`src/rtl/smwp_pkg.sv`:
```
package smwp_pkg;
	localparam int SMWP_TW         = 9;
	localparam int SMWP_AW         = 26;
	localparam int SMWP_CSW        = 3;
	localparam logic [1:0] SMWP_WAIT_OFF    = 2'h0;
	localparam logic [1:0] SMWP_WAIT_FROZEN = 2'h2;
	localparam logic [1:0] SMWP_WAIT_READY  = 2'h3;
	localparam logic [8:0] SMWP_SLOW_STB_SETUP = 9'h001;
	localparam logic [8:0] SMWP_SLOW_STB_WIDTH = 9'h001;
	localparam logic [8:0] SMWP_SLOW_CS_SETUP  = 9'h000;
	localparam logic [8:0] SMWP_SLOW_RD_CS_W   = 9'h002;
	localparam logic [8:0] SMWP_SLOW_WR_CS_W   = 9'h003;
	localparam logic [8:0] SMWP_SLOW_RD_CYCLE  = 9'h002;
	localparam logic [8:0] SMWP_SLOW_WR_CYCLE  = 9'h003;
	localparam logic [8:0] SMWP_ONE            = 9'h001;
	localparam logic [8:0] SMWP_ZERO           = 9'h000;
	localparam logic [3:0] SMWP_TDF_MAX        = 4'hF;
	localparam logic [1:0] SMWP_DW_8           = 2'h0;
	localparam logic [1:0] SMWP_DW_16          = 2'h1;
	typedef enum logic [2:0] {
		SMWP_IDLE  = 3'b000,
		SMWP_RUN   = 3'b001,
		SMWP_PAGE  = 3'b010,
		SMWP_FLOAT = 3'b011,
		SMWP_HELD  = 3'b100
	} smwp_state_t;
endpackage : smwp_pkg

```
`src/rtl/smwp_if.sv`:
```
`timescale 1ns/100ps
`default_nettype none
interface smwp_if;
	logic       wait_sync;
	logic       wait_raw_n;
	modport sync (input wait_raw_n, output wait_sync);
	modport core (output wait_raw_n, input wait_sync);
endinterface : smwp_if
`default_nettype wire

```
`src/rtl/smwp_ctrl.sv`:
```
`timescale 1ns/100ps
`default_nettype none
////////////////////////////////////////////////////////////////////////////////
// Summary of operation
// - Optimized float overlaps next access setup
// - Unoptimized float waits appended after reads
// - Read hold cycles count toward float
// - Wait select 10 frozen, 11 ready, 00 off
// - Wait sampled only in strobe pulse phase
// - Frozen wait halts counters and outputs
// - Ready wait checked in last pulse cycle
// - Early release or late wait: no stretch
// - Slow clock overrides programmed timings
// - Slow reads: setup 1, pulse 1, cycle 2
// - Slow writes: setup 1, pulse 1, cycle 3
// - Running transfer keeps its parameter set
// - Page reads only when enabled, 4-32 bytes
// - Page address is bits above offset
// - Offset ignores low bits per device width
// - Page mode: strobe and select stay low
// - First page access uses cs read width
// - Page mode ignores read setups and cycle
// - Page timings applied without checking
// - Byte select kind stays in force
// - Float count spans 0 to 15 cycles
// - New page on address or select change
module smwp_ctrl
	import smwp_pkg::*;
(
	input  wire logic                 clk,
	input  wire logic                 rst_n,
	input  wire logic                 ce,
	input  wire logic                 req,
	input  wire logic                 req_write,
	input  wire logic [SMWP_CSW-1:0]  req_cs,
	input  wire logic [SMWP_AW-1:0]   req_addr,
	input  wire logic                 slow_clock,
	input  wire logic                 external_wait_n,
	input  wire logic [1:0]           external_wait_select,
	input  wire logic                 float_opt,
	input  wire logic [3:0]           float_cycles,
	input  wire logic                 page_enable,
	input  wire logic [1:0]           page_size_field,
	input  wire logic [1:0]           data_width,
	input  wire logic                 byte_access_kind,
	input  wire logic [SMWP_TW-1:0]   read_strobe_setup,
	input  wire logic [SMWP_TW-1:0]   read_strobe_width,
	input  wire logic [SMWP_TW-1:0]   read_strobe_hold,
	input  wire logic [SMWP_TW-1:0]   cs_read_setup,
	input  wire logic [SMWP_TW-1:0]   cs_read_width,
	input  wire logic [SMWP_TW-1:0]   read_cycle_length,
	input  wire logic [SMWP_TW-1:0]   write_strobe_setup,
	input  wire logic [SMWP_TW-1:0]   write_strobe_width,
	input  wire logic [SMWP_TW-1:0]   cs_write_setup,
	input  wire logic [SMWP_TW-1:0]   cs_write_width,
	input  wire logic [SMWP_TW-1:0]   write_cycle_length,
	output logic                      req_ready,
	output logic                      done,
	output logic                      chip_select_n,
	output logic [SMWP_CSW-1:0]       cs_index,
	output logic                      read_strobe_n,
	output logic                      write_strobe_n,
	output logic                      byte_select_mode,
	output logic                      page_hit,
	output logic                      wait_frozen
);
	////////////////////////////////////////////////////////////////////////////
	// Wait synchroniser
	smwp_if wif ();
	assign wif.wait_raw_n = external_wait_n;
	smwp_wait_sync u_sync (
		.clk   (clk),
		.rst_n (rst_n),
		.ce    (ce),
		.w     (wif.sync)
	);

	function automatic logic [SMWP_AW-1:0] page_mask(input logic [1:0] ps);
		logic [SMWP_AW-1:0] m;
		m = {SMWP_AW{1'b1}};
		page_mask = m << ({1'b0, ps} + 3'h2);
	endfunction : page_mask

	////////////////////////////////////////////////////////////////////////////
	// State
	smwp_state_t            st_r, st_nxt;
	logic [SMWP_TW-1:0]     cnt_r;
	logic [SMWP_TW-1:0]     stb_set_r, stb_end_r, cs_set_r, cs_end_r, cyc_r;
	logic                   wr_r;
	logic [1:0]             wsel_r;
	logic [3:0]             flt_r;
	logic                   fopt_r;
	logic [SMWP_TW-1:0]     hold_r;
	logic [SMWP_AW-1:0]     page_r;
	logic [SMWP_CSW-1:0]    pcs_r;
	logic                   pvalid_r;
	logic                   rdy_hold_r;

	////////////////////////////////////////////////////////////////////////////
	// Parameter set chosen at access start
	wire logic [SMWP_AW-1:0] pmask    = page_mask(page_size_field);
	wire logic               same_pg  = pvalid_r && pcs_r == req_cs &&
		(req_addr & pmask) == (page_r & pmask);
	wire logic               use_page = page_enable && !req_write &&
		!slow_clock;
	wire logic               pg_first = !same_pg;
	wire logic [SMWP_TW-1:0] pg_len   = pg_first ? cs_read_width :
		read_strobe_width;
	wire logic [SMWP_TW-1:0] s_set = slow_clock ? SMWP_SLOW_STB_SETUP :
		(req_write ? write_strobe_setup : read_strobe_setup);
	wire logic [SMWP_TW-1:0] s_wid = slow_clock ? SMWP_SLOW_STB_WIDTH :
		(req_write ? write_strobe_width : read_strobe_width);
	wire logic [SMWP_TW-1:0] c_set = slow_clock ? SMWP_SLOW_CS_SETUP :
		(req_write ? cs_write_setup : cs_read_setup);
	wire logic [SMWP_TW-1:0] c_wid = slow_clock ?
		(req_write ? SMWP_SLOW_WR_CS_W : SMWP_SLOW_RD_CS_W) :
		(req_write ? cs_write_width : cs_read_width);
	wire logic [SMWP_TW-1:0] cyc   = slow_clock ?
		(req_write ? SMWP_SLOW_WR_CYCLE : SMWP_SLOW_RD_CYCLE) :
		(req_write ? write_cycle_length : read_cycle_length);
	// Low address bits dropped by width are simply outside page compare
	wire logic [1:0] ign_lsb = data_width == SMWP_DW_8 ? 2'h0 :
		(data_width == SMWP_DW_16 ? 2'h1 : 2'h2);

	////////////////////////////////////////////////////////////////////////////
	// Phase decode
	wire logic in_pulse   = st_r == SMWP_RUN && cnt_r >= stb_set_r &&
		cnt_r < stb_end_r;
	wire logic last_pulse = st_r == SMWP_RUN &&
		cnt_r == stb_end_r - SMWP_ONE;
	wire logic frz = wsel_r == SMWP_WAIT_FROZEN && in_pulse &&
		wif.wait_sync;
	wire logic rdy = wsel_r == SMWP_WAIT_READY && last_pulse &&
		wif.wait_sync;
	wire logic run_end  = st_r == SMWP_RUN && cnt_r + SMWP_ONE >= cyc_r;
	wire logic pg_end   = st_r == SMWP_PAGE && cnt_r + SMWP_ONE >= cyc_r;
	// Float cycles left after hold already elapsed
	wire logic [SMWP_TW-1:0] flt_rem = {5'h0, flt_r} > hold_r ?
		{5'h0, flt_r} - hold_r : SMWP_ZERO;
	wire logic need_flt = !wr_r && !fopt_r && flt_rem != SMWP_ZERO;
	wire logic [SMWP_TW-1:0] cs_lo_s = cs_set_r;
	wire logic [SMWP_TW-1:0] cs_lo_e = cs_end_r;

	always_comb begin
		st_nxt = st_r;
		case (st_r)
			SMWP_IDLE: begin
				if (req)
					st_nxt = use_page ? SMWP_PAGE : SMWP_RUN;
			end
			SMWP_RUN: begin
				if (frz || rdy)
					st_nxt = SMWP_HELD;
				else if (run_end)
					st_nxt = need_flt ? SMWP_FLOAT : SMWP_IDLE;
			end
			SMWP_HELD: begin
				if (!wif.wait_sync)
					st_nxt = SMWP_RUN;
			end
			SMWP_PAGE: begin
				if (pg_end)
					st_nxt = need_flt ? SMWP_FLOAT : SMWP_IDLE;
			end
			SMWP_FLOAT: begin
				if (cnt_r + SMWP_ONE >= flt_rem)
					st_nxt = SMWP_IDLE;
			end
			default: st_nxt = SMWP_IDLE;
		endcase
	end

	wire logic start = st_r == SMWP_IDLE && req;
	wire logic held_go = st_r == SMWP_HELD && !wif.wait_sync;
	wire logic leave = (st_r == SMWP_RUN && !frz && !rdy && run_end) ||
		pg_end;
	// Ready resume skips remaining pulse count into hold
	wire logic [SMWP_TW-1:0] cnt_step = cnt_r + SMWP_ONE;

	always_ff @(posedge clk or negedge rst_n) begin
		if (!rst_n) begin
			st_r <= SMWP_IDLE;
			cnt_r <= SMWP_ZERO;
		end else if (ce) begin
			st_r <= st_nxt;
			if (start || leave)
				cnt_r <= SMWP_ZERO;
			else if (st_r == SMWP_HELD)
				cnt_r <= held_go && rdy_hold_r ? cnt_step : cnt_r;
			else if (!frz && !rdy)
				cnt_r <= cnt_step;
		end
	end

	always_ff @(posedge clk or negedge rst_n) begin
		if (!rst_n) begin
			rdy_hold_r <= 1'b0;
		end else if (ce) begin
			if (rdy)
				rdy_hold_r <= 1'b1;
			else if (frz)
				rdy_hold_r <= 1'b0;
		end
	end

	// Captured set stays until access ends, even if slow clock drops
	always_ff @(posedge clk or negedge rst_n) begin
		if (!rst_n) begin
			stb_set_r <= SMWP_ZERO;
			stb_end_r <= SMWP_ZERO;
			cs_set_r <= SMWP_ZERO;
			cs_end_r <= SMWP_ZERO;
			cyc_r <= SMWP_ZERO;
			wr_r <= 1'b0;
			wsel_r <= SMWP_WAIT_OFF;
			flt_r <= 4'h0;
			fopt_r <= 1'b0;
			hold_r <= SMWP_ZERO;
		end else if (ce && start) begin
			stb_set_r <= use_page ? SMWP_ZERO : s_set;
			stb_end_r <= use_page ? pg_len : s_set + s_wid;
			cs_set_r <= use_page ? SMWP_ZERO : c_set;
			cs_end_r <= use_page ? pg_len : c_set + c_wid;
			cyc_r <= use_page ? pg_len : cyc;
			wr_r <= req_write;
			wsel_r <= (slow_clock || use_page) ? SMWP_WAIT_OFF :
				external_wait_select;
			flt_r <= float_cycles;
			fopt_r <= float_opt;
			hold_r <= (use_page || slow_clock) ? SMWP_ZERO :
				read_strobe_hold;
		end
	end

	////////////////////////////////////////////////////////////////////////////
	// Page tracking
	always_ff @(posedge clk or negedge rst_n) begin
		if (!rst_n) begin
			page_r <= {SMWP_AW{1'b0}};
			pcs_r <= {SMWP_CSW{1'b0}};
			pvalid_r <= 1'b0;
		end else if (ce) begin
			if (start && use_page) begin
				page_r <= req_addr;
				pcs_r <= req_cs;
				pvalid_r <= 1'b1;
			end else if (start || (st_r == SMWP_IDLE && !req)) begin
				pvalid_r <= 1'b0;
			end
		end
	end

	////////////////////////////////////////////////////////////////////////////
	// Outputs
	wire logic act  = st_r == SMWP_RUN || st_r == SMWP_HELD;
	wire logic cs_on = st_r == SMWP_PAGE ||
		(act && cnt_r >= cs_lo_s && cnt_r < cs_lo_e);
	wire logic st_on = st_r == SMWP_PAGE ||
		(act && cnt_r >= stb_set_r && cnt_r < stb_end_r);
	wire logic fin_nxt = (leave && !need_flt) ||
		(st_r == SMWP_FLOAT && st_nxt == SMWP_IDLE);

	always_ff @(posedge clk or negedge rst_n) begin
		if (!rst_n) begin
			chip_select_n <= 1'b1;
			read_strobe_n <= 1'b1;
			write_strobe_n <= 1'b1;
			cs_index <= {SMWP_CSW{1'b0}};
			req_ready <= 1'b0;
			done <= 1'b0;
			byte_select_mode <= 1'b0;
			page_hit <= 1'b0;
			wait_frozen <= 1'b0;
		end else if (ce) begin
			chip_select_n <= !cs_on;
			read_strobe_n <= !(st_on && !wr_r);
			write_strobe_n <= !(st_on && wr_r);
			if (start)
				cs_index <= req_cs;
			req_ready <= st_nxt == SMWP_IDLE;
			done <= fin_nxt;
			byte_select_mode <= byte_access_kind;
			page_hit <= start && use_page && same_pg;
			wait_frozen <= st_nxt == SMWP_HELD;
		end
	end

	////////////////////////////////////////////////////////////////////////////
	// Checks
	a_off_no_hold: assert property (@(posedge clk) disable iff (!rst_n)
		wsel_r == SMWP_WAIT_OFF |-> st_nxt != SMWP_HELD)
		else $error("wait honoured while disabled");
	a_wait_pulse_only: assert property (@(posedge clk) disable iff (!rst_n)
		(st_r == SMWP_RUN && st_nxt == SMWP_HELD) |-> in_pulse)
		else $error("wait taken outside pulse");
	a_frozen_cnt: assert property (@(posedge clk) disable iff (!rst_n)
		(ce && frz) |=> (cnt_r == $past(cnt_r) && st_r == SMWP_HELD))
		else $error("counter moved while frozen");
	a_ready_last: assert property (@(posedge clk) disable iff (!rst_n)
		(ce && st_r == SMWP_HELD && wsel_r == SMWP_WAIT_READY &&
		!wif.wait_sync) |=> cnt_r == stb_end_r)
		else $error("ready release did not enter hold");
	a_ready_clean: assert property (@(posedge clk) disable iff (!rst_n)
		(ce && st_r == SMWP_RUN && last_pulse && !wif.wait_sync &&
		wsel_r == SMWP_WAIT_READY) |=> st_r != SMWP_HELD)
		else $error("access stretched without wait");
	a_slow_setup: assert property (@(posedge clk) disable iff (!rst_n)
		(ce && start && slow_clock && !req_write) |=>
		(stb_set_r == SMWP_SLOW_STB_SETUP &&
		cyc_r == SMWP_SLOW_RD_CYCLE))
		else $error("slow read timing wrong");
	a_slow_write: assert property (@(posedge clk) disable iff (!rst_n)
		(ce && start && slow_clock && req_write) |=>
		(cs_end_r == SMWP_SLOW_WR_CS_W && cyc_r == SMWP_SLOW_WR_CYCLE))
		else $error("slow write timing wrong");
	a_page_len: assert property (@(posedge clk) disable iff (!rst_n)
		(ce && start && use_page) |=>
		cyc_r == (page_hit ? read_strobe_width : cs_read_width))
		else $error("page access length wrong");
	a_page_low: assert property (@(posedge clk) disable iff (!rst_n)
		st_r == SMWP_PAGE |=> (!chip_select_n && !read_strobe_n))
		else $error("page strobes not low");
	a_float_opt: assert property (@(posedge clk) disable iff (!rst_n)
		(st_r != SMWP_FLOAT && st_nxt == SMWP_FLOAT) |-> !fopt_r)
		else $error("float wait with optimization");
	c_frozen: cover property (@(posedge clk) disable iff (!rst_n) frz);
	c_ready: cover property (@(posedge clk) disable iff (!rst_n) rdy);
	c_page_hit: cover property (@(posedge clk) disable iff (!rst_n)
		page_hit);
	c_float: cover property (@(posedge clk) disable iff (!rst_n)
		st_r == SMWP_FLOAT);
endmodule : smwp_ctrl
`default_nettype wire

```
`src/rtl/smwp_wait_sync.sv`:
```
`timescale 1ns/100ps
`default_nettype none
module smwp_wait_sync (
	input  wire logic clk,
	input  wire logic rst_n,
	input  wire logic ce,
	smwp_if.sync      w
);
	logic meta_r;
	logic sync_r;
	always_ff @(posedge clk or negedge rst_n) begin
		if (!rst_n) begin
			meta_r <= 1'b1;
			sync_r <= 1'b1;
		end else if (ce) begin
			meta_r <= w.wait_raw_n;
			sync_r <= meta_r;
		end
	end
	// Synchronised wait, active high
	assign w.wait_sync = ~sync_r;
endmodule : smwp_wait_sync
`default_nettype wire

```
`config.mk`:
```
export PLATFORM = sky130hd
export DESIGN_NAME = smwp_ctrl
export DESIGN_NICKNAME = d
export VERILOG_FILES = /design/src/rtl/smwp_pkg.sv /design/src/rtl/smwp_if.sv /design/src/rtl/smwp_ctrl.sv /design/src/rtl/smwp_wait_sync.sv
export SDC_FILE = /design/constraint.sdc
export NUM_CORES = 1
export LEC_CHECK = 0
export ABC_AREA = 0
export BUFFER_PORTS_ARGS = -buffer_cell sky130_fd_sc_hd__buf_2
export CAP_MARGIN = 20
export CORE_MARGIN = 2
export CORE_UTILIZATION = 35
export CTS_BUF_LIST = sky130_fd_sc_hd__clkbuf_8
export CTS_CLUSTER_DIAMETER = 30
export DETAILED_ROUTE_END_ITERATION = 10
export GPL_TIMING_DRIVEN = 0
export PLACE_DENSITY = 0.57
export SETUP_SLACK_MARGIN = 0.3
export SLEW_MARGIN = 20
export SYNTH_ARGS = -nofsm -noshare
export SYNTH_HDL_FRONTEND = slang
export SYNTH_HIERARCHICAL = 1
export SYNTH_SLANG_ARGS = --single-unit
```
`constraint.sdc`:
```
create_clock -name clk -period 3.1 [get_ports clk]
set_input_delay 0.62 -clock clk [delete_from_list [all_inputs] [get_ports clk]]
set_output_delay 0.62 -clock clk [all_outputs]
set_load 0.02 [all_outputs]
```
==> qor.csv <==
metric,value,unit
start_util,35.8,%
drt-initial-drc-count,406,
drc,0,
grt_usage,20.4,%
synth_area_per_cell,9.10,um^2
final_antenna_net_count,0,
cts_inserted_buffers,17,
row_count,55,
fmax,332,MHz
fin_tns_setup,0,ps
path_class,flop to flop,
area_delta_synth_final,29.1,%
period_share,97.1,%
antenna_found_initial,0,
wl,24800,um
cts.sinks,116,
grt_overflow_total,0,
grt_max_degree,71,
status,"complete, no violations",
seq_area_frac_synth,35.6,%
die_w,157,um
crit_path_max_fanout,4,
clk_path_buf_depth,2,
avgViaCountPerCell,5.07,
drive_above_1_share,32.1,%
hold_class,input pin to asynchronous set/reset pin,
post-dp-hpwl,19000,um
maxCapViolations,0,
post-place-cells,1366,
clock_latency,450,ps
wire_per_inst,17.3,um
power.density,805,nW/um^2
cp.arrival,3380,ps
period_needed,3010,ps
yosys_warnings,6,
die_y,157,um
cts_htree_levels,4,
netlist_area,8160,um^2
synth-edff-count,0,
drtPass1Iterations,4,
post-route-util,46.3,%
grt_pass1_wl,38500,um
syn-instance-count,897,
cts_tree,yes,
end_kind,flop,
maxSlewViolCount,0,
fin_nets,1334,
synth-seq-cells,116,
grt_pass1_vias,7225,
setup_viol,0,
cellLeakagePower,5.10,nW
fin_skew,12.2,ps
critPathRequiredTime,3460,ps
path_clk_slew,80,ps
rsz0062_at_grt,true,
hold_viol_final,0,
die-area,24600,um^2
gp_congestion,0.867,
timing.slew.headroom,46.9,%
start_kind,flop,
portBuffers,153,
io_pins,159,
fillCellCount,2211,
ys_async_sr_fraction,100,%
vias,7280,
tightestPinTransition,797,ps
stdcell_count,1435,
coreArea,22800,um^2
ir_drop,0.000344,V
synthFlopType,dfrtp_1,
synthDistinctLibCells,62,
cts_root_buffer,clkbuf_8,
-- metal layers --
| metal | wire length, um | share of wire [%] | global-route usage (%) | vias up |
|---|---|---|---|---|
| li1 | - | - | - | 3577 |
| met1 | 11800 | 47 | 27.9 | 3491 |
| met2 | 11400 | 46 | 32.6 | 173 |
| met3 | 1030 | 4.1 | 3.49 | 39 |
| met4 | 582 | 2.3 | 7.16 | 0 |
| met5 | 0 | 0 | 0 | - |
-- synthesized netlist by cell type (4+ instances only) --
cell type	n	area share [%]
a211o_1	4	0.43
or3_1	4	0.31
mux2_2	44	6.1
nand2_1	108	5.0
ha_1	75	11
dfstp_2	5	1.6
o21bai_1	6	0.55
a21o_1	15	1.4
xnor2_1	46	4.9
o211ai_1	4	0.37
xor2_1	17	1.8
buf_1	9	0.41
nand2b_1	10	0.77
and3_1	4	0.31
dfrtp_1	111	34
nand4_1	11	0.84
clkbuf_1	28	1.3
or2_2	4	0.31
nor3_1	7	0.43
a21oi_1	39	2.4
mux2i_1	32	3.9
nor2b_1	9	0.69
nand3_1	40	2.5
inv_1	66	3.0
nor2_1	58	2.7
o21a_1	4	0.37
a22o_1	8	0.86
a211oi_1	6	0.55
o21ai_0	46	2.8
o2111ai_1	5	0.54
a22oi_1	20	1.8
o21ai_1	4	0.25
-- power breakdown --
group          total, W  internal, W  switching (W)
clock           0.00142     0.000679       0.000738
combinational   0.00451      0.00208        0.00243
sequential      0.00256      0.00215       0.000405
-- critical path: stages, from the launching register on --
cell and delay (ps):
dfrtp_2 380, buf_8 100, and3_4 190, nand3_4 80, or2_4 250, nand2_4 70, ha_4 200, a21o_1 170
a2111oi_4 290, o21ai_2 140, nand3_1 110, a211oi_1 50, or3b_4 460, or2_4 290, o221ai_2 140
-- layout make-up --
| type | count | area (um^2) | area share [%] |
|---|---|---|---|
| antenna | 1 | 2.50 | 0.0238 |
| buffer | 38 | 246 | 2.34 |
| clock buffer | 18 | 248 | 2.35 |
| clock inverter | 14 | 145 | 1.38 |
| inverter | 66 | 248 | 2.35 |
| multi-input combinational | 678 | 5240 | 49.8 |
| sequential | 116 | 2920 | 27.7 |
| tap | 313 | 392 | 3.72 |
| timing repair buffer | 191 | 1090 | 10.4 |
-- final timing paths --
check                      slack, ps  cells past startpoint                         end            startpoint
hold reg to reg                  470                      1  write_strobe_n$_DFFE_PN1P_      wr_r$_DFFE_PN0P_
max in group asynchronous       2230                      2  write_strobe_n$_DFFE_PN1P_                 rst_n
min in group clk                 370                      3        flt_r[2]$_DFFE_PN0P_       float_cycles[2]
hold / removal                   120                      1      cs_lo_s[2]$_DFFE_PN0P_                 rst_n
setup / recovery                  90                     14        cnt_r[6]$_DFFE_PN0P_  cnt_r[2]$_DFFE_PN0P_
setup reg to reg                  90                     14        cnt_r[6]$_DFFE_PN0P_  cnt_r[2]$_DFFE_PN0P_
-- layout by cell type, fill, tap and decap left out, types with 24 or more instances in the layout --
cell and n:
mux2_2 44, xnor2_1 46, buf_2 153, nand2_1 105, nor2_1 53, inv_1 63
mux2i_1 30, buf_4 36, nand3_1 37, o21ai_0 41, dfrtp_1 104, ha_1 68
clkbuf_1 24, a21oi_1 28
-- metrics by stage --
stage	hold slack [ps]	worst slack (ps)	power [W]	instance area, um^2
3_5_place_dp	462	-569	0.00631	9460
4_1_cts	118	68.4	0.00819	10200
2_1_floorplan	324	65.3	0.00521	8250
6_report	117	89.8	0.00848	10500
5_1_grt	145	-6.58	0.00914	10500
3_3_place_gp	456	-589	0.00624	9410
-- logic make-up (layout without fill, tap and decap cells) --
group                    count (synthesis)  in the layout  synth area share, %
AND/OR/NAND/NOR                        272            272                 15.3
AO/OA/AOI/OAI                          187            187                 15.2
XOR/XNOR                                63             63                 6.76
buffers and inverters                  104            327                 4.80
adder cells (fa/ha/maj)                 78             78                 12.2
flip-flops                             116            116                 35.6
multiplexers                            76             76                 9.99
other                                    1              3               0.0459
-- flip-flops by register name, summed over array words and instances, names as in the netlist, 3 cells and up --
signal	count
stb_set_r	9
page_r	24
st_r	3
flt_r	4
cs_index	3
cyc_r	9
cnt_r	9
cs_lo_s	9
hold_r	9
pcs_r	3
cs_end_r	9
stb_end_r	9
-- repair_timing --
| action | CTS | global route |
|---|---|---|
| gates resized for setup | 42 | 57 |
| hold buffers | 0 | 0 |
| buffers inserted | 17 | 18 |
| cloned | 0 | 1 |
| pin swaps | 23 | 26 |
| endpoints found under the setup margin | 20 | 56 |
(Power assumes the default switching activity.)
